===== src/hdl/ocs_pkg.sv =====
// Purpose: Shared constants and types of the output clock sync and test pattern block
// Assumes: 40 MHz core clock; sample clock is sampled as a slow input
// Notes:   Offsets are byte addresses on the plain register port

package ocs_pkg;

  // ****************************************************
  // Register port and map
  // ****************************************************
  localparam int ADDR_W = 4;
  localparam int DATA_W = 16;
  localparam logic [3:0] REG_CTRL = 4'h0;
  localparam logic [3:0] REG_PHASE = 4'h4;
  localparam logic [3:0] REG_STATUS = 4'h8;
  localparam logic [3:0] REG_DELAY = 4'hC;

  // Control register fields
  localparam int CTRL_PATTERN_BIT = 0;
  localparam int CTRL_DEMUX_BIT = 1;
  localparam int CTRL_DDR_BIT = 2;
  localparam int CTRL_EDGE_BIT = 3;
  localparam int CTRL_CONT_BIT = 4;
  localparam logic [4:0] CTRL_RST = 5'h02;

  // Phase register fields
  localparam int INTER_LSB = 7;
  localparam int INTER_MSB = 9;
  localparam int COARSE_LSB = 10;
  localparam int COARSE_MSB = 14;
  localparam int POL_BIT = 15;
  localparam logic [2:0] INTER_RST = 3'h0;
  localparam logic [4:0] COARSE_RST = 5'h00;

  // Status register fields
  localparam int ST_RUN_BIT = 0;
  localparam int ST_HELD_BIT = 1;
  localparam int ST_CAL_BIT = 2;
  localparam int ST_PAT_BIT = 3;

  // ****************************************************
  // Phase delay figures in picoseconds
  // ****************************************************
  localparam logic [11:0] INTER_STEP_PS = 12'h00B;
  localparam logic [11:0] COARSE_STEP_PS = 12'h041;
  localparam logic [11:0] MAX_DELAY_PS = 12'h834;

  // ****************************************************
  // Timing
  // ****************************************************
  localparam logic [2:0] WAIT_DEMUX_DDR0 = 3'h4;
  localparam logic [2:0] WAIT_OTHER = 3'h3;
  localparam int CORE_PERIOD_PS = 25000;
  localparam int TOP_NS = 4;
  localparam int TOP_CYC_RAW = (TOP_NS * 1000 + CORE_PERIOD_PS - 1) / CORE_PERIOD_PS;
  localparam logic [3:0] TOP_CYC = 4'(TOP_CYC_RAW < 1 ? 1 : TOP_CYC_RAW);
  localparam logic [1:0] HALVES_DEMUX = 2'h3;
  localparam logic [1:0] HALVES_NONDEMUX = 2'h1;

  // ****************************************************
  // Test pattern
  // ****************************************************
  localparam logic [7:0] PAT_QD = 8'h01;
  localparam logic [7:0] PAT_ID = 8'h02;
  localparam logic [7:0] PAT_Q = 8'h03;
  localparam logic [7:0] PAT_I = 8'h04;
  localparam logic [7:0] PAT_ND_Q = 8'h01;
  localparam logic [7:0] PAT_ND_I = 8'h02;
  localparam logic [3:0] PAT_LEN_DEMUX = 4'h5;
  localparam logic [3:0] PAT_LEN_NONDEMUX = 4'hA;
  localparam logic [9:0] PAT_SEQ_DEMUX = 10'h00A;
  localparam logic [9:0] PAT_SEQ_NONDEMUX = 10'h132;

  // ****************************************************
  // Types
  // ****************************************************
  typedef struct packed {
    logic [7:0] qd;
    logic [7:0] id;
    logic [7:0] q;
    logic [7:0] i;
    logic oor;
  } ocs_word_s;

  typedef enum logic [2:0] {
    ST_RUN,
    ST_HOLD,
    ST_LATCH,
    ST_WAIT,
    ST_LAT
  } ocs_state_e;

endpackage


===== src/hdl/ocs_pattern_gen.sv =====
// Purpose: Alternating test pattern word generator
// Assumes: i_step pulses once per output word slot
// Notes:   Index restarts at the first word while i_restart is high

`timescale 1ns/10ps

module ocs_pattern_gen (
  input wire logic i_core_clk,
  input wire logic i_sys_rst,
  input wire logic i_restart,
  input wire logic i_step,
  input wire logic i_demux,
  output ocs_pkg::ocs_word_s o_word
);

  logic [3:0] idx_q;
  logic [3:0] len;
  logic inv;

  // ****************************************************
  // Sequence index
  // ****************************************************
  assign len = i_demux ? ocs_pkg::PAT_LEN_DEMUX : ocs_pkg::PAT_LEN_NONDEMUX;

  // Step through the sequence once per word slot
  always_ff @(posedge i_core_clk) begin
    if (i_sys_rst || i_restart) begin
      idx_q <= 4'h0;
    end else if (i_step) begin
      idx_q <= (idx_q == len - 4'h1) ? 4'h0 : idx_q + 4'h1;
    end
  end

  // ****************************************************
  // Word values
  // ****************************************************
  assign inv = i_demux ? ocs_pkg::PAT_SEQ_DEMUX[idx_q] : ocs_pkg::PAT_SEQ_NONDEMUX[idx_q];

  // Base word or its complement, out of range follows the complement
  always_comb begin
    if (i_demux) begin
      o_word.qd = ocs_pkg::PAT_QD ^ {8{inv}};
      o_word.id = ocs_pkg::PAT_ID ^ {8{inv}};
      o_word.q = ocs_pkg::PAT_Q ^ {8{inv}};
      o_word.i = ocs_pkg::PAT_I ^ {8{inv}};
    end else begin
      o_word.qd = 8'h00;
      o_word.id = 8'h00;
      o_word.q = ocs_pkg::PAT_ND_Q ^ {8{inv}};
      o_word.i = ocs_pkg::PAT_ND_I ^ {8{inv}};
    end
    o_word.oor = inv;
  end

endmodule


===== src/hdl/ocs_top.sv =====
// Purpose: Output clock synchronisation and test pattern output of a dual converter
// Assumes: Sample clock, output clock reset and calibration flag come from outside
// Notes:   Sample clock edges are found by oversampling with the core clock
//
// Summary of operation
// - Intermediate phase field adds 11 ps steps
// - Total phase delay capped near 2.1 ns
// - Output clock reset accepted at any time
// - Output clock held at mode dependent level
// - Narrow output clock pulse possible at assertion
// - Reset release latched on next falling edge
// - Wait four or three cycles, then align
// - Restart output clock after fixed output latency
// - Output clock stops during calibration unless continuous
// - Pattern mode replaces converter data on all ports
// - Demux pattern words and their complements
// - Demux sequence repeats every five words
// - Non-demux sequence repeats every ten words
// - I and Q pairs may slip one period
// - Pattern starts when output clock restarts after reset
// - Pattern runs in all output modes

`timescale 1ns/10ps

module ocs_top (
  input wire logic i_core_clk,
  input wire logic i_sys_rst,
  input wire logic i_sample_clk,
  input wire logic i_output_clock_reset,
  input wire logic i_calibration_running,
  input wire ocs_pkg::ocs_word_s i_conv_word,
  input wire logic [ocs_pkg::ADDR_W-1:0] i_addr,
  input wire logic [ocs_pkg::DATA_W-1:0] i_wr_data,
  input wire logic i_wr_en,
  input wire logic i_rd_en,
  output logic [ocs_pkg::DATA_W-1:0] o_rd_data,
  output logic o_data_output_clock,
  output ocs_pkg::ocs_word_s o_port_word
);

  // ****************************************************
  // Declarations
  // ****************************************************
  logic [1:0] clk_sync_q;
  logic clk_prev_q;
  logic [1:0] rst_sync_q;
  logic [1:0] cal_sync_q;
  logic raw_rise;
  logic raw_fall;
  logic s_rise;
  logic s_fall;
  logic s_edge;
  logic [4:0] ctrl_q;
  logic [2:0] inter_q;
  logic [4:0] coarse_q;
  logic pol_q;
  logic [11:0] delay_ps;
  logic [11:0] delay_raw;
  logic [ocs_pkg::DATA_W-1:0] rd_q;
  logic [ocs_pkg::DATA_W-1:0] rd_d;
  ocs_pkg::ocs_state_e state_q;
  logic [2:0] wait_cnt_q;
  logic [2:0] wait_n;
  logic [3:0] lat_cnt_q;
  logic [1:0] half_q;
  logic [1:0] half_next;
  logic [1:0] halves_max;
  logic word_slot;
  logic ddr_lvl_q;
  logic rest_lvl;
  logic data_output_clock_d;
  logic data_output_clock_q;
  logic clk_hold;
  ocs_pkg::ocs_word_s pat_word;
  ocs_pkg::ocs_word_s word_q;
  logic pat_en;
  logic demux;
  logic ddr;
  logic edge_sel;
  logic cont;
  logic rst_sync;
  logic cal_sync;

  assign pat_en = ctrl_q[ocs_pkg::CTRL_PATTERN_BIT];
  assign demux = ctrl_q[ocs_pkg::CTRL_DEMUX_BIT];
  assign ddr = ctrl_q[ocs_pkg::CTRL_DDR_BIT];
  assign edge_sel = ctrl_q[ocs_pkg::CTRL_EDGE_BIT];
  assign cont = ctrl_q[ocs_pkg::CTRL_CONT_BIT];
  assign rst_sync = rst_sync_q[1];
  assign cal_sync = cal_sync_q[1];

  // ****************************************************
  // Input synchronisers
  // ****************************************************

  // Two stages for the sample clock, output clock reset and calibration flag; the reset may come at any phase
  // Only the second stage is read by any logic, so a metastable first stage
  // never reaches the edge finder or the sequence state.
  // The sampled sample clock lags the pin by one to two core cycles, which
  // shifts every derived edge by the same amount and keeps their spacing.
  always_ff @(posedge i_core_clk) begin
    if (i_sys_rst) begin
      clk_sync_q <= 2'h0;
      rst_sync_q <= 2'h0;
      cal_sync_q <= 2'h0;
    end else begin
      clk_sync_q <= {clk_sync_q[0], i_sample_clk};
      rst_sync_q <= {rst_sync_q[0], i_output_clock_reset};
      cal_sync_q <= {cal_sync_q[0], i_calibration_running};
    end
  end

  // Previous sampled level for edge finding
  always_ff @(posedge i_core_clk) begin
    if (i_sys_rst) begin
      clk_prev_q <= 1'b0;
    end else begin
      clk_prev_q <= clk_sync_q[1];
    end
  end

  // Sample clock edges, swapped when the polarity bit inverts the clock
  assign raw_rise = clk_sync_q[1] & ~clk_prev_q;
  assign raw_fall = ~clk_sync_q[1] & clk_prev_q;
  assign s_rise = pol_q ? raw_fall : raw_rise;
  assign s_fall = pol_q ? raw_rise : raw_fall;
  assign s_edge = s_rise | s_fall;

  // ****************************************************
  // Registers
  // ****************************************************

  // Control and phase registers written by software
  always_ff @(posedge i_core_clk) begin
    if (i_sys_rst) begin
      ctrl_q <= ocs_pkg::CTRL_RST;
      inter_q <= ocs_pkg::INTER_RST;
      coarse_q <= ocs_pkg::COARSE_RST;
      pol_q <= 1'b0;
    end else if (i_wr_en) begin
      if (i_addr == ocs_pkg::REG_CTRL) begin
        ctrl_q <= i_wr_data[4:0];
      end
      if (i_addr == ocs_pkg::REG_PHASE) begin
        inter_q <= i_wr_data[ocs_pkg::INTER_MSB:ocs_pkg::INTER_LSB];
        coarse_q <= i_wr_data[ocs_pkg::COARSE_MSB:ocs_pkg::COARSE_LSB];
        pol_q <= i_wr_data[ocs_pkg::POL_BIT];
      end
    end
  end

  // Total sample clock delay in picoseconds, limited to the maximum
  assign delay_raw = 12'(coarse_q * ocs_pkg::COARSE_STEP_PS) + 12'(inter_q * ocs_pkg::INTER_STEP_PS);
  assign delay_ps = (delay_raw > ocs_pkg::MAX_DELAY_PS) ? ocs_pkg::MAX_DELAY_PS : delay_raw;

  // Read multiplexer, unmapped offsets read zero
  always_comb begin
    rd_d = '0;
    unique case (i_addr)
      ocs_pkg::REG_CTRL: begin
        rd_d[4:0] = ctrl_q;
      end
      ocs_pkg::REG_PHASE: begin
        rd_d[ocs_pkg::INTER_MSB:ocs_pkg::INTER_LSB] = inter_q;
        rd_d[ocs_pkg::COARSE_MSB:ocs_pkg::COARSE_LSB] = coarse_q;
        rd_d[ocs_pkg::POL_BIT] = pol_q;
      end
      ocs_pkg::REG_STATUS: begin
        rd_d[ocs_pkg::ST_RUN_BIT] = (state_q == ocs_pkg::ST_RUN);
        rd_d[ocs_pkg::ST_HELD_BIT] = (state_q == ocs_pkg::ST_HOLD);
        rd_d[ocs_pkg::ST_CAL_BIT] = cal_sync;
        rd_d[ocs_pkg::ST_PAT_BIT] = pat_en & (state_q == ocs_pkg::ST_RUN);
      end
      ocs_pkg::REG_DELAY: begin
        rd_d[11:0] = delay_ps;
      end
      default: begin
        rd_d = '0;
      end
    endcase
  end

  // Read data stands only in the cycle after the strobe
  always_ff @(posedge i_core_clk) begin
    if (i_sys_rst) begin
      rd_q <= '0;
    end else if (i_rd_en) begin
      rd_q <= rd_d;
    end else begin
      rd_q <= '0;
    end
  end

  // ****************************************************
  // Output clock synchronisation sequence
  // ****************************************************

  // Systematic wait, longer in demux double data rate zero degree mode
  assign wait_n = (demux && ddr && !edge_sel) ? ocs_pkg::WAIT_DEMUX_DDR0 : ocs_pkg::WAIT_OTHER;

  // Reset hold, release latch, wait, latency, run
  // HOLD lasts while the synchronised reset is high and holds the clock still.
  // LATCH waits for the first falling sample edge after release.
  // WAIT counts the systematic delay in falling sample edges.
  // LAT stands for the fixed output latency before the clock restarts.
  always_ff @(posedge i_core_clk) begin
    if (i_sys_rst) begin
      state_q <= ocs_pkg::ST_RUN;
      wait_cnt_q <= 3'h0;
      lat_cnt_q <= 4'h0;
    end else if (rst_sync) begin
      state_q <= ocs_pkg::ST_HOLD;
      wait_cnt_q <= 3'h0;
      lat_cnt_q <= 4'h0;
    end else begin
      unique case (state_q)
        ocs_pkg::ST_HOLD: begin
          state_q <= ocs_pkg::ST_LATCH;
        end
        ocs_pkg::ST_LATCH: begin
          if (s_fall) begin
            state_q <= ocs_pkg::ST_WAIT;
          end
        end
        ocs_pkg::ST_WAIT: begin
          if (s_fall) begin
            if (wait_cnt_q == wait_n - 3'h1) begin
              state_q <= ocs_pkg::ST_LAT;
              wait_cnt_q <= 3'h0;
            end else begin
              wait_cnt_q <= wait_cnt_q + 3'h1;
            end
          end
        end
        ocs_pkg::ST_LAT: begin
          if (lat_cnt_q == ocs_pkg::TOP_CYC - 4'h1) begin
            state_q <= ocs_pkg::ST_RUN;
            lat_cnt_q <= 4'h0;
          end else begin
            lat_cnt_q <= lat_cnt_q + 4'h1;
          end
        end
        ocs_pkg::ST_RUN: begin
          state_q <= ocs_pkg::ST_RUN;
        end
      endcase
    end
  end

  // ****************************************************
  // Word timing
  // ****************************************************

  // Sample clock half periods per output word
  // The counter is parked on its last value while held, so the first edge
  // in RUN opens word zero and all ports start together.
  assign halves_max = demux ? ocs_pkg::HALVES_DEMUX : ocs_pkg::HALVES_NONDEMUX;
  assign half_next = (half_q == halves_max) ? 2'h0 : half_q + 2'h1;
  assign word_slot = (state_q == ocs_pkg::ST_RUN) && s_edge && (half_next == 2'h0);

  // Half period counter parked while held, zeroed at the first sample edge after the wait
  always_ff @(posedge i_core_clk) begin
    if (i_sys_rst) begin
      half_q <= 2'h0;
    end else if (state_q == ocs_pkg::ST_HOLD || state_q == ocs_pkg::ST_LATCH || state_q == ocs_pkg::ST_WAIT) begin
      half_q <= halves_max;
    end else if (s_edge) begin
      half_q <= half_next;
    end
  end

  // ****************************************************
  // Data output clock
  // ****************************************************

  // Resting level: low in double rate, edge select level in single rate
  // Receivers must treat the clock as stopped while it rests.
  assign rest_lvl = ddr ? 1'b0 : edge_sel;
  assign clk_hold = (state_q != ocs_pkg::ST_RUN) || (cal_sync && !cont);

  // Double rate level toggles once per word, on the boundary or mid word
  always_ff @(posedge i_core_clk) begin
    if (i_sys_rst || clk_hold) begin
      ddr_lvl_q <= 1'b0;
    end else if (s_edge && (half_next == (edge_sel ? {1'b0, halves_max[1]} + 2'h1 : 2'h0))) begin
      ddr_lvl_q <= ~ddr_lvl_q;
    end
  end

  // Single rate is high in the first half of each word, low there when edge select is set
  always_comb begin
    if (clk_hold) begin
      data_output_clock_d = rest_lvl;
    end else if (ddr) begin
      data_output_clock_d = ddr_lvl_q;
    end else begin
      data_output_clock_d = (half_q <= {1'b0, halves_max[1]}) ^ edge_sel;
    end
  end

  // Level follows the hold at once, so a short pulse may appear at assertion
  always_ff @(posedge i_core_clk) begin
    if (i_sys_rst) begin
      data_output_clock_q <= 1'b0;
    end else begin
      data_output_clock_q <= data_output_clock_d;
    end
  end

  assign o_data_output_clock = data_output_clock_q;

  // ****************************************************
  // Data ports and test pattern
  // ****************************************************

  // Pattern index restarts while the sequence is not running
  // Holding the reset while enabling the pattern gives an aligned first word.
  ocs_pattern_gen u_pattern (
    .i_core_clk(i_core_clk),
    .i_sys_rst(i_sys_rst),
    .i_restart(state_q != ocs_pkg::ST_RUN),
    .i_step(word_slot && pat_en),
    .i_demux(demux),
    .o_word(pat_word)
  );

  // One word per slot, pattern replaces converter data when enabled
  always_ff @(posedge i_core_clk) begin
    if (i_sys_rst) begin
      word_q <= '0;
    end else if (word_slot) begin
      word_q <= pat_en ? pat_word : i_conv_word;
    end
  end

  assign o_port_word = word_q;
  assign o_rd_data = rd_q;

endmodule


===== config.mk =====
export PLATFORM = sky130hd
export DESIGN_NAME = ocs_top
export DESIGN_NICKNAME = d
export VERILOG_FILES = /design/src/hdl/ocs_pkg.sv /design/src/hdl/ocs_pattern_gen.sv /design/src/hdl/ocs_top.sv
export SDC_FILE = /design/constraint.sdc
export NUM_CORES = 1
export LEC_CHECK = 0
export BUFFER_PORTS_ARGS = -buffer_cell sky130_fd_sc_hd__buf_4
export CAP_MARGIN = 20
export CORE_ASPECT_RATIO = 0.9
export CORE_MARGIN = 5
export CORE_UTILIZATION = 58
export DETAILED_ROUTE_END_ITERATION = 12
export PLACE_DENSITY = 0.86
export SLEW_MARGIN = 0
export SYNTH_ARGS = -nofsm -noshare
export SYNTH_HDL_FRONTEND = slang
export SYNTH_SLANG_ARGS = --single-unit

===== constraint.sdc =====
create_clock -name i_core_clk -period 7.65 [get_ports i_core_clk]
set_input_delay 1.53 -clock i_core_clk [delete_from_list [all_inputs] [get_ports i_core_clk]]
set_output_delay 1.53 -clock i_core_clk [all_outputs]
set_load 0.005 [all_outputs]

# Word-level counts from Yosys, hierarchy flattened
# Memory sizes are Yosys's and may differ from the RTL's. A register that Yosys moved wholly into a read port is not among the register bits.
# Index checks and enable logic that the tools add are counted.
[word_totals] wordCells=136 input_bits=60 out_inout_bits=50 reg_bits=88 ram_bits=0 mem_count=2 latchBits=0 mem_bits_ro=32
[memory_table] name="(no name shown)" depth=16 width=1 read_ports=1 rd_ports_with_merged_regs=1 wr=0 line_no="ocs_pattern_gen.sv:37" source="assign inv = i_demux ? ocs_pkg::PAT_SEQ_DEMUX[idx_q] : ocs_pkg::PAT_SEQ_NONDEMUX[idx_q];"
[memory_table] name="(no name shown)" depth=16 width=1 read_ports=1 rd_ports_with_merged_regs=1 wr=0 line_no="ocs_pattern_gen.sv:37"
[op_classes] n_reduce_logical=30 eq_ne=19 order_cmp=3 n_mul=2 div_mod_pow=0 muxes=34 n_addsub=8 shift=0 n_bitwise=13
[op_table] operator="$mux 33" count=1
[op_table] operator="$mux 32" count=1
[op_table] operator="$mux 4" count=7
[op_table] operator="$mux 3" count=6
[op_table] operator="$pmux 3 s5" count=1
[op_table] operator="$add 12x7->12" count=1
[op_table] operator="$gt 12x12->1 const B" count=1
[op_table] operator="$mul 5x7->12 const B" count=1
[op_table] operator="$mux 12" count=1
[op_table] operator="$ne 3x3->1 const B" count=4
[op_table] operator="$pmux 4 s3" count=1
[op_table] operator="$mux 2" count=5
[op_table] operator="$pmux 5 s2" count=1
[op_table] operator="$mux 1" count=9
[op_table] operator="$add 4x1->4 const B" count=2
[op_table] operator="$eq 4x4->1 const B" count=2
[op_table] operator="$logic_not 4->1" count=2
[op_table] operator="$ne 2x2->1 const B" count=4
[op_table] operator="$reduce_and 4->1" count=2
[op_table] operator="$logic_and 1x1->1" count=7
[op_table] operator="$mul 3x4->7 const B" count=1
[op_table] operator="$not 1->1" count=7
[op_table] operator="$eq 3x2->1 const B" count=2
[op_table] operator="$reduce_and 2->1" count=3
[op_table] operator="other kinds (27)" count=37

# Depth between registers and ports, before layout
# Gate-level depths: netlist of the first run.
[depth] word_depth=9 depth_mapped=13 ltp_nobuf=12

# Cells and area by module
# A second synthesis of the first run with hierarchy kept.
[unflattened] hier_cells=495 area_unflattened_um2=4601.9
[modules_own_cells] module="ocs_top" seq_area_each_um2=1681.6 area_per_inst_um2=4017.6 cells_each=422 n_inst=1
[modules_own_cells] module="ocs_pattern_gen" seq_area_each_um2=120.1 area_per_inst_um2=584.3 cells_each=73 n_inst=1

# Worst setup path after synthesis of the first run
# Ideal clock, no wire load.
[synth_path] path_kind="register -> register" from="register inter_q[1]" to="register rd_q, in the netlist o_rd_data[0]" setup_slack_ns=4.332 n_path_buf=1 setup_time_ns=0.087 required_time_ns=7.563 synth_period_minus_slack_ns=3.318 arrival_ns=3.231 path_stages_with_launch=13 cell_sequence="dfxtp_1 > ha_1 > fa_1 > ha_1 > ha_1 > inv_1 > fa_1 > and3b_1 > clkbuf_1 > nand3_1 > a2111oi_2 > nor2_1 > o31ai_1"
[synth_via] elab_chain_cells=5
[synth_rtl] item="start: declaration" line_no="ocs_top.sv:54" source="logic [2:0] inter_q;"
[synth_rtl] item="start signal: assignment" line_no="ocs_top.sv:137" source="inter_q <= ocs_pkg::INTER_RST;"
[synth_rtl] item="start signal: assignment" line_no="ocs_top.sv:145" source="inter_q <= i_wr_data[ocs_pkg::INTER_MSB:ocs_pkg::INTER_LSB];"
[synth_rtl] item="$mul 3x4->7" line_no="ocs_top.sv:153" source="assign delay_raw = 12'(coarse_q * ocs_pkg::COARSE_STEP_PS) + 12'(inter_q * ocs_pkg::INTER_STEP_PS);"
[synth_rtl] item="$add 12x7->12" line_no="ocs_top.sv:153"
[synth_rtl] item="$gt 12x12->1" line_no="ocs_top.sv:154" source="assign delay_ps = (delay_raw > ocs_pkg::MAX_DELAY_PS) ? ocs_pkg::MAX_DELAY_PS : delay_raw;"
[synth_rtl] item="$mux 12" line_no="ocs_top.sv:154"
[synth_rtl] item="$pmux 4 s3" line_no="ocs_top.sv:159" source="unique case (i_addr)"
[synth_rtl] item="end signal: assignment" line_no="ocs_top.sv:188" source="rd_q <= rd_d;"
[synth_rtl] item="end: declaration" line_no="ocs_top.sv:59" source="logic [ocs_pkg::DATA_W-1:0] rd_q;"
# No other way between the ends.
# A chain may end at the register's enable or synchronous reset.

# Worst setup path in the final report of the first run
# Same ends and word-level chain as after synthesis.

==> results.cfg, run 1 <==
[setup_path]
path_class = register to register
worstSetupEndpointType = register
startpoint_type = register
cp_max_fo = 7
rrSetupSlack_ns = 3.92
critPathArrivalTime_ns = 3.96
crit_required_ns = 7.88
r2r_cells = 11

[sta]
maxSlewHeadroom_pct = 55.18
rsz0062_at_grt = no
slew_viol_final = 0
fin_tns_setup_ns = 0
fmaxAchievable_mhz = 267.9
hold_viol = 0
worst_slack_ns = 3.918
worst_slew_pin_slew_ns = 0.6723
post-route-period-util_pct = 48.79
finClkSkew_ns = 0.006608
setup_violations = 0
layout_min_cycle_time_ns = 3.732

[power_and_ir_drop]
p_switching_w = 0.0002052
p_clk_share_pct = 37.2
swShare_pct = 23.39
p_per_area_nw_per_um2 = 160.8
combinationalPowerShare_pct = 8.1
power_w = 0.0008775
p_leak_nw = 2.484
power_frac_seq_pct = 54.7
cell_internal_pwr_w = 0.0006722
irDropWorstVdd_mv = 0.1289

[logic_synthesis]
yosysTopAreaCell = dfxtp_1
yosysMostFrequentCell = dfxtp_1
synth_fp_nets = 604
synth_cell_types = 64
ys_top_cells_by_area = dfxtp_1 (40%), ha_1 (7.0%), nor2_1 (6.4%)
synth_ff_type = dfxtp_1
yosysSeqAreaShare_pct = 40.39
synth_area_um2 = 4461
synth_enable_flop_cells = 0
avgSynthCellArea_um2 = 8.661
yosys-top-cells-count = dfxtp_1 (90), nor2_1 (76), nand2_1 (57)
synth_seq_cells = 90
async_flop_share_pct = 0
synth_warnings = 0
yosysTopAreaCellShare_pct = 40.39
syn_inst = 515

[clocking]
insertion_delay_ns = 0.35
htree_levels = 3
postCtsSetupRepairBufs = 0
clk_pin_slew_ns = 0.09
ctsResizeCount = 0
clockBufferDepth = 2
clock-sinks = 90
cts-buffers-inserted = 9
hold_buffers = 0
cts_tree = built
root_buffer = clkbuf_8

[place]
hpwl_um = 8010
postPlaceCellArea_um2 = 5255
post-place-ws_ns = 4.014
gp_congestion = 0.9361
io_buffer_count = 107

[die]
start_util_pct = 59.42
core-area_um2 = 7507
die_y_um = 93.20
ioPinCount = 110
rows = 30
dieWidth_um = 102.4
die_area_um2 = 9547

[drt]
postRouteAntennaNets = 0
vias = 3947
drt_pass1_iterations = 5
drc = 0
avgViaCountPerCell = 5.583
post_drt_wl_per_cell_um = 15.30
drt_iter0_drc = 169
wirelength_um = 10810

[final_layout]
num_antenna_cells = 0
drive_gt1_share_pct = 22.59
syn_to_final_growth_pct = 22.33
fin_nets = 695
stdcell_area_um2 = 5456

[global_route]
grt_util_all_layers_pct = 22.54
grt_pass1_vias = 3768
antenna_found_initial = 0
grt_pass1_wl_um = 17390
grt.overflow.total = 0
grt_max_degree = 64

[job]
maxCapViolations = 0

[worst_hold_path]
min_path_type = register to register
hold_depth = 1

[run_status]
outcome = complete, no violations
## power groups by stage
stage | combinational, W | sequential [W] | clock (W)
floorplan | 0.0000388 | 0.000489 | 0
global placement | 0.0000686 | 0.000491 | 0
detailed placement | 0.0000702 | 0.000491 | 0
CTS | 0.0000707 | 0.000480 | 0.000331
global route | 0.0000780 | 0.000481 | 0.000353
finish | 0.0000710 | 0.000480 | 0.000326
## metrics by stage
| step | hold WS [ns] | instances | util [%] |
|---|---|---|---|
| finish | 0.4411 | 707 | 72.68 |
| global route | 0.4680 | 707 | 72.68 |
| floorplan | 0.4138 | 515 | - |
| detailed placement | 0.4226 | 690 | 70.00 |
| CTS | 0.4439 | 706 | 72.62 |
| global placement | 0.4169 | 690 | 70.00 |
## routing by layer
layer / routed length [um] / share of wire, % / global-route usage [%]
met2: 5378 / 50 / 39.19
met5: 0 / 0 / 0
met4: 186 / 1.7 / 6.557
met1: 4573 / 42 / 27.67
met3: 676 / 6.3 / 4.996
## cell type report
type / instances / area [um2]
Clock inverter: 4 / 51.30
Multi-Input combinational cell: 370 / 2425
Inverter: 26 / 97.59
Clock buffer: 12 / 145.1
Sequential cell: 90 / 1802
Tap cell: 96 / 120.1
Timing Repair Buffer: 109 / 815.8
Fill cell: 558 / 2051
## worst paths after layout
kind / startpoint / end
min reg2reg: cal_sync_q[0] / cal_sync_q[1]
min: cal_sync_q[0] / cal_sync_q[1]
max: inter_q[1] / o_rd_data[0]
max reg2reg: inter_q[1] / o_rd_data[0]
## placed cells by master, fill, tap and decap left out, types with 5 or more instances in the layout
| cell type | synthesis | layout |
|---|---|---|
| xor2_1 | 7 | 7 |
| nor2b_1 | 10 | 10 |
| buf_4 | 2 | 108 |
| nor2_1 | 76 | 76 |
| inv_1 | 25 | 25 |
| ha_1 | 25 | 25 |
| dfxtp_1 | 90 | 90 |
| clkbuf_8 | 0 | 10 |
| mux2i_1 | 17 | 17 |
| nand3_1 | 8 | 8 |
| xnor2_1 | 5 | 5 |
| a21oi_1 | 24 | 24 |
| o21ai_0 | 14 | 14 |
| or3_1 | 6 | 6 |
| nor3_1 | 6 | 6 |
| o21ai_1 | 5 | 5 |
| a211oi_1 | 34 | 34 |
| nand2_1 | 57 | 57 |
| o31ai_1 | 6 | 6 |
## kinds of logic (layout without fill, tap and decap cells)
kind of cell	after synthesis	count (layout)	synth area share, %
XOR/XNOR	12	12	2.356
flip-flops	90	90	40.39
AO/OA/AOI/OAI	116	116	18.09
adder cells (fa/ha/maj)	29	29	8.808
AND/OR/NAND/NOR	194	194	20.79
multiplexers	19	19	4.320
buffers and inverters	55	151	5.245
## sequential cells by signal, indices dropped and copies added (netlist names), 3 cells and up, named ones only
register	flops
u_pattern.idx_q	4
coarse_q	5
ctrl_q	5
lat_cnt_q	4
o_port_word	33
o_rd_data	16
wait_cnt_q	3
inter_q	3
state_q	3
## critical path, cell delays in order, from the launching register on
cell and delay [ns]:
dfxtp_1 0.45, ha_1 0.29, fa_1 0.46, ha_1 0.29, ha_1 0.18, inv_1 0.06
fa_1 0.39, and3b_1 0.35, nand3_1 0.12, a2111oi_2 0.50, nor2_1 0.14, o31ai_1 0.38
Power figures use the tool's default switching activity.
==> inputs of run 2 (changes only) <==
--- a/config.mk
+++ b/config.mk
@@ -5,13 +5,14 @@
 export SDC_FILE = /design/constraint.sdc
 export NUM_CORES = 1
 export LEC_CHECK = 0
+export ABC_AREA = 1
 export BUFFER_PORTS_ARGS = -buffer_cell sky130_fd_sc_hd__buf_4
 export CAP_MARGIN = 20
 export CORE_ASPECT_RATIO = 0.9
 export CORE_MARGIN = 5
-export CORE_UTILIZATION = 58
+export CORE_UTILIZATION = 53
 export DETAILED_ROUTE_END_ITERATION = 12
-export PLACE_DENSITY = 0.86
+export PLACE_DENSITY = 0.8
 export SLEW_MARGIN = 0
 export SYNTH_ARGS = -nofsm -noshare
 export SYNTH_HDL_FRONTEND = slang
==> constraint.sdc (replaced) <==
create_clock -name i_core_clk -period 3.59 [get_ports i_core_clk]
set_input_delay 0.718 -clock i_core_clk [delete_from_list [all_inputs] [get_ports i_core_clk]]
set_output_delay 0.718 -clock i_core_clk [all_outputs]
set_load 0.005 [all_outputs]
==> results.cfg, run 2 <==
[run_status]
outcome = complete, no violations

[worst_hold_path]
hp-start = cal_sync_q[0]
min_path_type = register to register
hold_depth = 2
hold-path-endpoint = cal_sync_q[1]

[setup_path]
path_class = register to register
slowest_stage = fa_1
rrSetupSlack_ns = 0.37
critPathArrivalTime_ns = 3.51
crit_path_max_incr_delay_ns = 0.48
r2r_end = o_rd_data[1]
worstSetupEndpointType = register
cp_max_fo = 6
r2r_cells = 14
path_cells = ha_1, fa_1, ha_1, ha_1, inv_1, fa_1, nand3b_1, nand2_1, nand2_1, nand2_1, nand4_1, nand2_2, nand3_1, a21oi_1
startpoint_type = register
crit_required_ns = 3.87
reg2reg_from = inter_q[1]

[sta]
fin_tns_setup_ns = 0
post-route-period-util_pct = 89.83
rsz0062_at_grt = no
hold_viol = 0
slew_viol_final = 0
layout_min_cycle_time_ns = 3.225
worst_slew_pin_slew_ns = 0.8608
fmaxAchievable_mhz = 310.1
finClkSkew_ns = 0.01073
setup_violations = 0
maxSlewHeadroom_pct = 42.53

[final_layout]
final_util_pct = 66.40
fin_nets = 736
largest_reg_flops = 33
final_common_cell = buf_4
syn_to_final_growth_pct = 23.50
stdcell_area_um2 = 5280
drive_gt1_share_pct = 22.31
mostFrequentLayoutCells = buf_4 (109), nand2_1 (93), dfxtp_1 (90)
final_cells = 749
num_antenna_cells = 0

[logic_synthesis]
synth_ff_type = dfxtp_1
synth_area_um2 = 4275
yosysSeqAreaShare_pct = 42.14
synth_fp_nets = 636
synth_cell_types = 45
avgSynthCellArea_um2 = 7.816
ys_top_cells_by_area = dfxtp_1 (42%), nand2_1 (8.2%), ha_1 (7.3%)
syn_inst = 547
synth_enable_flop_cells = 0
yosys-top-cells-count = nand2_1 (93), dfxtp_1 (90), inv_1 (71)
async_flop_share_pct = 0
yosysTopAreaCell = dfxtp_1
yosysMostFrequentCell = nand2_1
synth_warnings = 0
yosysTopAreaCellShare_pct = 42.14
synth_seq_cells = 90

[job]
maxCapViolations = 0

[clocking]
postCtsSetupRepairBufs = 0
cts_tree = built
clockBufferDepth = 2
clock-sinks = 90
root_buffer = clkbuf_8
htree_levels = 3
hold_buffers = 0
ctsResizeCount = 0
clk_pin_slew_ns = 0.08
cts-buffers-inserted = 9
insertion_delay_ns = 0.35

[drt]
drt_iter0_drc = 118
vias = 3992
wirelength_um = 10520
post_drt_wl_per_cell_um = 14.04
drc = 0
postRouteAntennaNets = 0
drt_pass1_iterations = 5
avgViaCountPerCell = 5.330

[global_route]
grt_pass1_vias = 3836
grt_max_degree = 67
grt_pass1_wl_um = 17350
antenna_found_initial = 0
grt_util_all_layers_pct = 21.03
grt.overflow.total = 0

[place]
io_buffer_count = 107
postPlaceCellArea_um2 = 5121
gp_congestion = 0.8424
hpwl_um = 8007
placed_cells = 735

[die]
start_util_pct = 53.77
rows = 31
dieWidth_um = 104.7
core-area_um2 = 7951
die_y_um = 95.21
ioPinCount = 110
die_area_um2 = 9966

[power_and_ir_drop]
p_leak_nw = 2.530
power_w = 0.001798
p_per_area_nw_per_um2 = 340.6
irDropWorstVdd_mv = 0.1890
==> run 2: cell count changes after synthesis, sizes merged, moves of 28 or more <==
cell    change
a211oi     -29
a31oi      +28
o21ai      +42
nand2      +40
inv        +53
nor2       -41
==> run 2: area by class of cell <==
type | instances | area, um2
Clock buffer | 11 | 141.4
Fill cell | 694 | 2671
Sequential cell | 90 | 1802
Clock inverter | 3 | 17.52
Tap cell | 99 | 123.9
Inverter | 80 | 300.3
Multi-Input combinational cell | 357 | 2077
Timing Repair Buffer | 109 | 818.3
==> run 2: where the power goes <==
group	switching, W	leakage [nW]	internal [W]
logic	0.0000934	1.72	0.0000855
clock network	0.000330	0.0810	0.000261
registers	0.0000134	0.728	0.00102
==> run 2: worst max path at each step <==
stage	start	end	slack (ns)	cells after the start
3_3_place_gp	inter_q[1]	o_rd_data[6]	0.51	14
5_1_grt	inter_q[1]	o_rd_data[0]	0.15	14
6_report	inter_q[1]	o_rd_data[1]	0.37	14
2_1_floorplan	inter_q[1]	o_rd_data[2]	0.68	15
4_1_cts	inter_q[1]	o_rd_data[6]	0.39	14
3_5_place_dp	inter_q[1]	o_rd_data[1]	0.41	14
==> run 2: stage by stage <==
stage          hold WS [ns]  setup WS [ns]
2_1_floorplan        0.3883         0.6834
3_3_place_gp         0.3937         0.5082
3_5_place_dp         0.3996         0.4145
4_1_cts              0.4104         0.3856
5_1_grt              0.4365         0.1506
6_report             0.4092         0.3652
==> run 2: cell families after synthesis <==
kind of cell	count (synthesis)	share of synthesized area (%)
simple gates	172	17.91
compound gates	148	19.84
buf+inv	100	9.277
flops	90	42.14
fa+ha+maj	29	9.189
xor+xnor	8	1.639
==> run 2: critical path: cells and delay by family, from the launching register on <==
kind                       cells  cell delay (ns)
AOI/OAI and AO/OA              1             0.16
adders and majority gates      5             1.72
buffers and inverters          1             0.07
DFF                            1             0.36
and+or+nand+nor                7             0.85
==> run 2: layer usage <==
metal | wire, um | part of all wire (%) | vias up | track usage [%]
met2 | 4817 | 46 | 130 | 35.92
met3 | 900 | 8.6 | 12 | 7.515
met1 | 4685 | 45 | 1828 | 25.40
met4 | 112 | 1.1 | 0 | 5.538
li1 | - | - | 2022 | -
met5 | 0 | 0 | - | 0
==> inputs of run 3 (changes only) <==
--- a/config.mk
+++ b/config.mk
@@ -10,10 +10,11 @@
 export CAP_MARGIN = 20
 export CORE_ASPECT_RATIO = 0.9
 export CORE_MARGIN = 5
-export CORE_UTILIZATION = 53
+export CORE_UTILIZATION = 54
 export DETAILED_ROUTE_END_ITERATION = 12
 export PLACE_DENSITY = 0.8
 export SLEW_MARGIN = 0
 export SYNTH_ARGS = -nofsm -noshare
 export SYNTH_HDL_FRONTEND = slang
+export SYNTH_HIERARCHICAL = 1
 export SYNTH_SLANG_ARGS = --single-unit
==> results.cfg, run 3 <==
[run_status]
outcome = complete, no violations

[worst_hold_path]
min_path_type = register to register
hold_depth = 2
hp-start = rst_sync_q[0]

[die]
ioPinCount = 110
die_area_um2 = 10490
core-area_um2 = 8448
rows = 32
start_util_pct = 54.61
die_y_um = 97.69
dieWidth_um = 107.4

[logic_synthesis]
synth_seq_cells = 90
yosysMostFrequentCell = nand2_1
synth_enable_flop_cells = 0
avgSynthCellArea_um2 = 7.358
syn_inst = 627
synth_cell_types = 37
synth_ff_type = dfxtp_1
yosysSeqAreaShare_pct = 39.06
synth_warnings = 6
yosysTopAreaCellShare_pct = 39.06
synth_fp_nets = 714
ys_top_cells_by_area = dfxtp_1 (39%), nand2_1 (10%), ha_1 (6.2%)
yosysTopAreaCell = dfxtp_1
yosys-top-cells-count = nand2_1 (124), dfxtp_1 (90), inv_1 (71)
async_flop_share_pct = 0
synth_area_um2 = 4613

[setup_path]
slowest_stage = fa_1
r2r_cells = 13
path_class = register to register
path_cells = ha_1, fa_1, ha_1, ha_1, fa_1, nand3_1, nand2_1, xor2_1, nor2_1, nand3_1, o21bai_4, nand2_2, o22ai_1
rrSetupSlack_ns = 0.25
crit_start = inter_q[1]
crit_required_ns = 3.85
cp_max_fo = 7
critPathArrivalTime_ns = 3.60
worstSetupEndpointType = register
crit_path_max_incr_delay_ns = 0.48
cpMostUsedCell = ha_1
reg2reg_from = inter_q[1]
startpoint_type = register

[sta]
fin_tns_setup_ns = 0
worst_slew_pin_slew_ns = 0.8834
post-route-period-util_pct = 93.01
fmaxAchievable_mhz = 299.5
layout_min_cycle_time_ns = 3.339
maxSlewHeadroom_pct = 41.02
rsz0062_at_grt = no
hold_viol = 0
slew_viol_final = 0
setup_violations = 0
finClkSkew_ns = 0.007324
worst_slack_ns = 0.2508

[power_and_ir_drop]
power_frac_seq_pct = 53.8
swShare_pct = 25.24
combinationalPowerShare_pct = 9.6
p_leak_nw = 2.603
p_switching_w = 0.0004822
irDropWorstVdd_mv = 0.2613
p_per_area_nw_per_um2 = 348.5
cell_internal_pwr_w = 0.001428
p_clk_share_pct = 36.5

[final_layout]
final_common_cell = nand2_1
fill_cells = 731
largest_reg_flops = 33
syn_to_final_growth_pct = 18.85
drive_gt1_share_pct = 21.02
mostFrequentLayoutCells = nand2_1 (124), buf_4 (110), dfxtp_1 (90)
num_antenna_cells = 0
fin_nets = 786

[global_route]
top_usage_layer = met2
grt_max_degree = 67
grt_util_met2_pct = 35.55
antenna_found_initial = 0
grt_pass1_wl_um = 18560
grt_pass1_vias = 3971
grt.overflow.total = 0
use_met1_pct = 28.00
grt_util_all_layers_pct = 21.55
grt_use_met3_pct = 4.385

[drt]
wirelength_um = 11120
vias = 4234
post_drt_wl_per_cell_um = 13.51
drc = 0
avgViaCountPerCell = 5.145
drt_iter0_drc = 277
drt_pass1_iterations = 5
postRouteAntennaNets = 0

[clocking]
clk_pin_slew_ns = 0.09
hold_buffers = 0
clock-sinks = 90
root_buffer = clkbuf_8
clockBufferDepth = 2
ctsResizeCount = 0
cts-buffers-inserted = 9
insertion_delay_ns = 0.35
htree_levels = 3
postCtsSetupRepairBufs = 0
cts_tree = built

[place]
post-place-ws_ns = 0.2958
io_buffer_count = 107
gp_congestion = 0.8960
hpwl_um = 8189

[job]
maxCapViolations = 0
run 3: layer usage:
metal	vias to the layer above	part of all wire, %
met5	-	0
met4	0	2.1
met3	21	5.3
met2	129	49
met1	1906	44
li1	2178	-
run 3: per-stage QoR:
stage / utilization, % / total power (W) / instance area, um2 / cells / hold WS, ns
after floorplan: - / 0.001149 / 4613 / 627 / 0.3883
after global placement: 62.51 / 0.001230 / 5281 / 807 / 0.3906
after detailed placement: 62.51 / 0.001235 / 5281 / 807 / 0.3982
after CTS: 64.90 / 0.001935 / 5483 / 823 / 0.4120
after global routing: 64.90 / 0.002003 / 5483 / 823 / 0.4283
final: 64.90 / 0.001911 / 5483 / 823 / 0.4066
run 3: power groups by stage:
stage               Clock [W]  Sequential, W  Combinational (W)
floorplan                   0        0.00105          0.0000991
global placement            0        0.00105           0.000178
detailed placement          0        0.00105           0.000183
CTS                  0.000722        0.00103           0.000184
global route         0.000767        0.00103           0.000204
finish               0.000698        0.00103           0.000184
run 3: kinds of logic (layout without fill, tap and decap cells):
kind of cell,after synthesis,after routing,synth area share (%)
AOI/OAI and AO/OA,144,144,17.68
and+or+nand+nor,229,229,20.83
xor gates and xnor gates,6,6,1.139
DFF,90,90,39.06
adders and majority gates,27,27,7.974
buffers and inverters,131,208,13.32
run 3: final cells by class:
class	instances	area, um2	share of cell area (%)
sequential	90	1802	32.86
clock inverter	7	77.57	1.415
timing repair buffer	110	825.8	15.06
tap	119	148.9	2.716
clock buffer	9	123.9	2.259
multi-input combinational	406	2197	40.07
inverter	82	307.8	5.614
run 3: worst max-delay path, delay by kind of cell, from the launching register on:
kind	cells	cell delay [ns]
AO/OA/AOI/OAI	2	0.36
XOR/XNOR	1	0.17
adder cells (fa/ha/maj)	5	1.71
flip-flops	1	0.43
AND/OR/NAND/NOR	5	0.58
run 3: path summary, 6_finish.rpt:
check,end
worst max register to register,o_rd_data[10]
worst max-delay path,o_rd_data[10]
worst min-delay path,rst_sync_q[1]
worst min register to register,rst_sync_q[1]
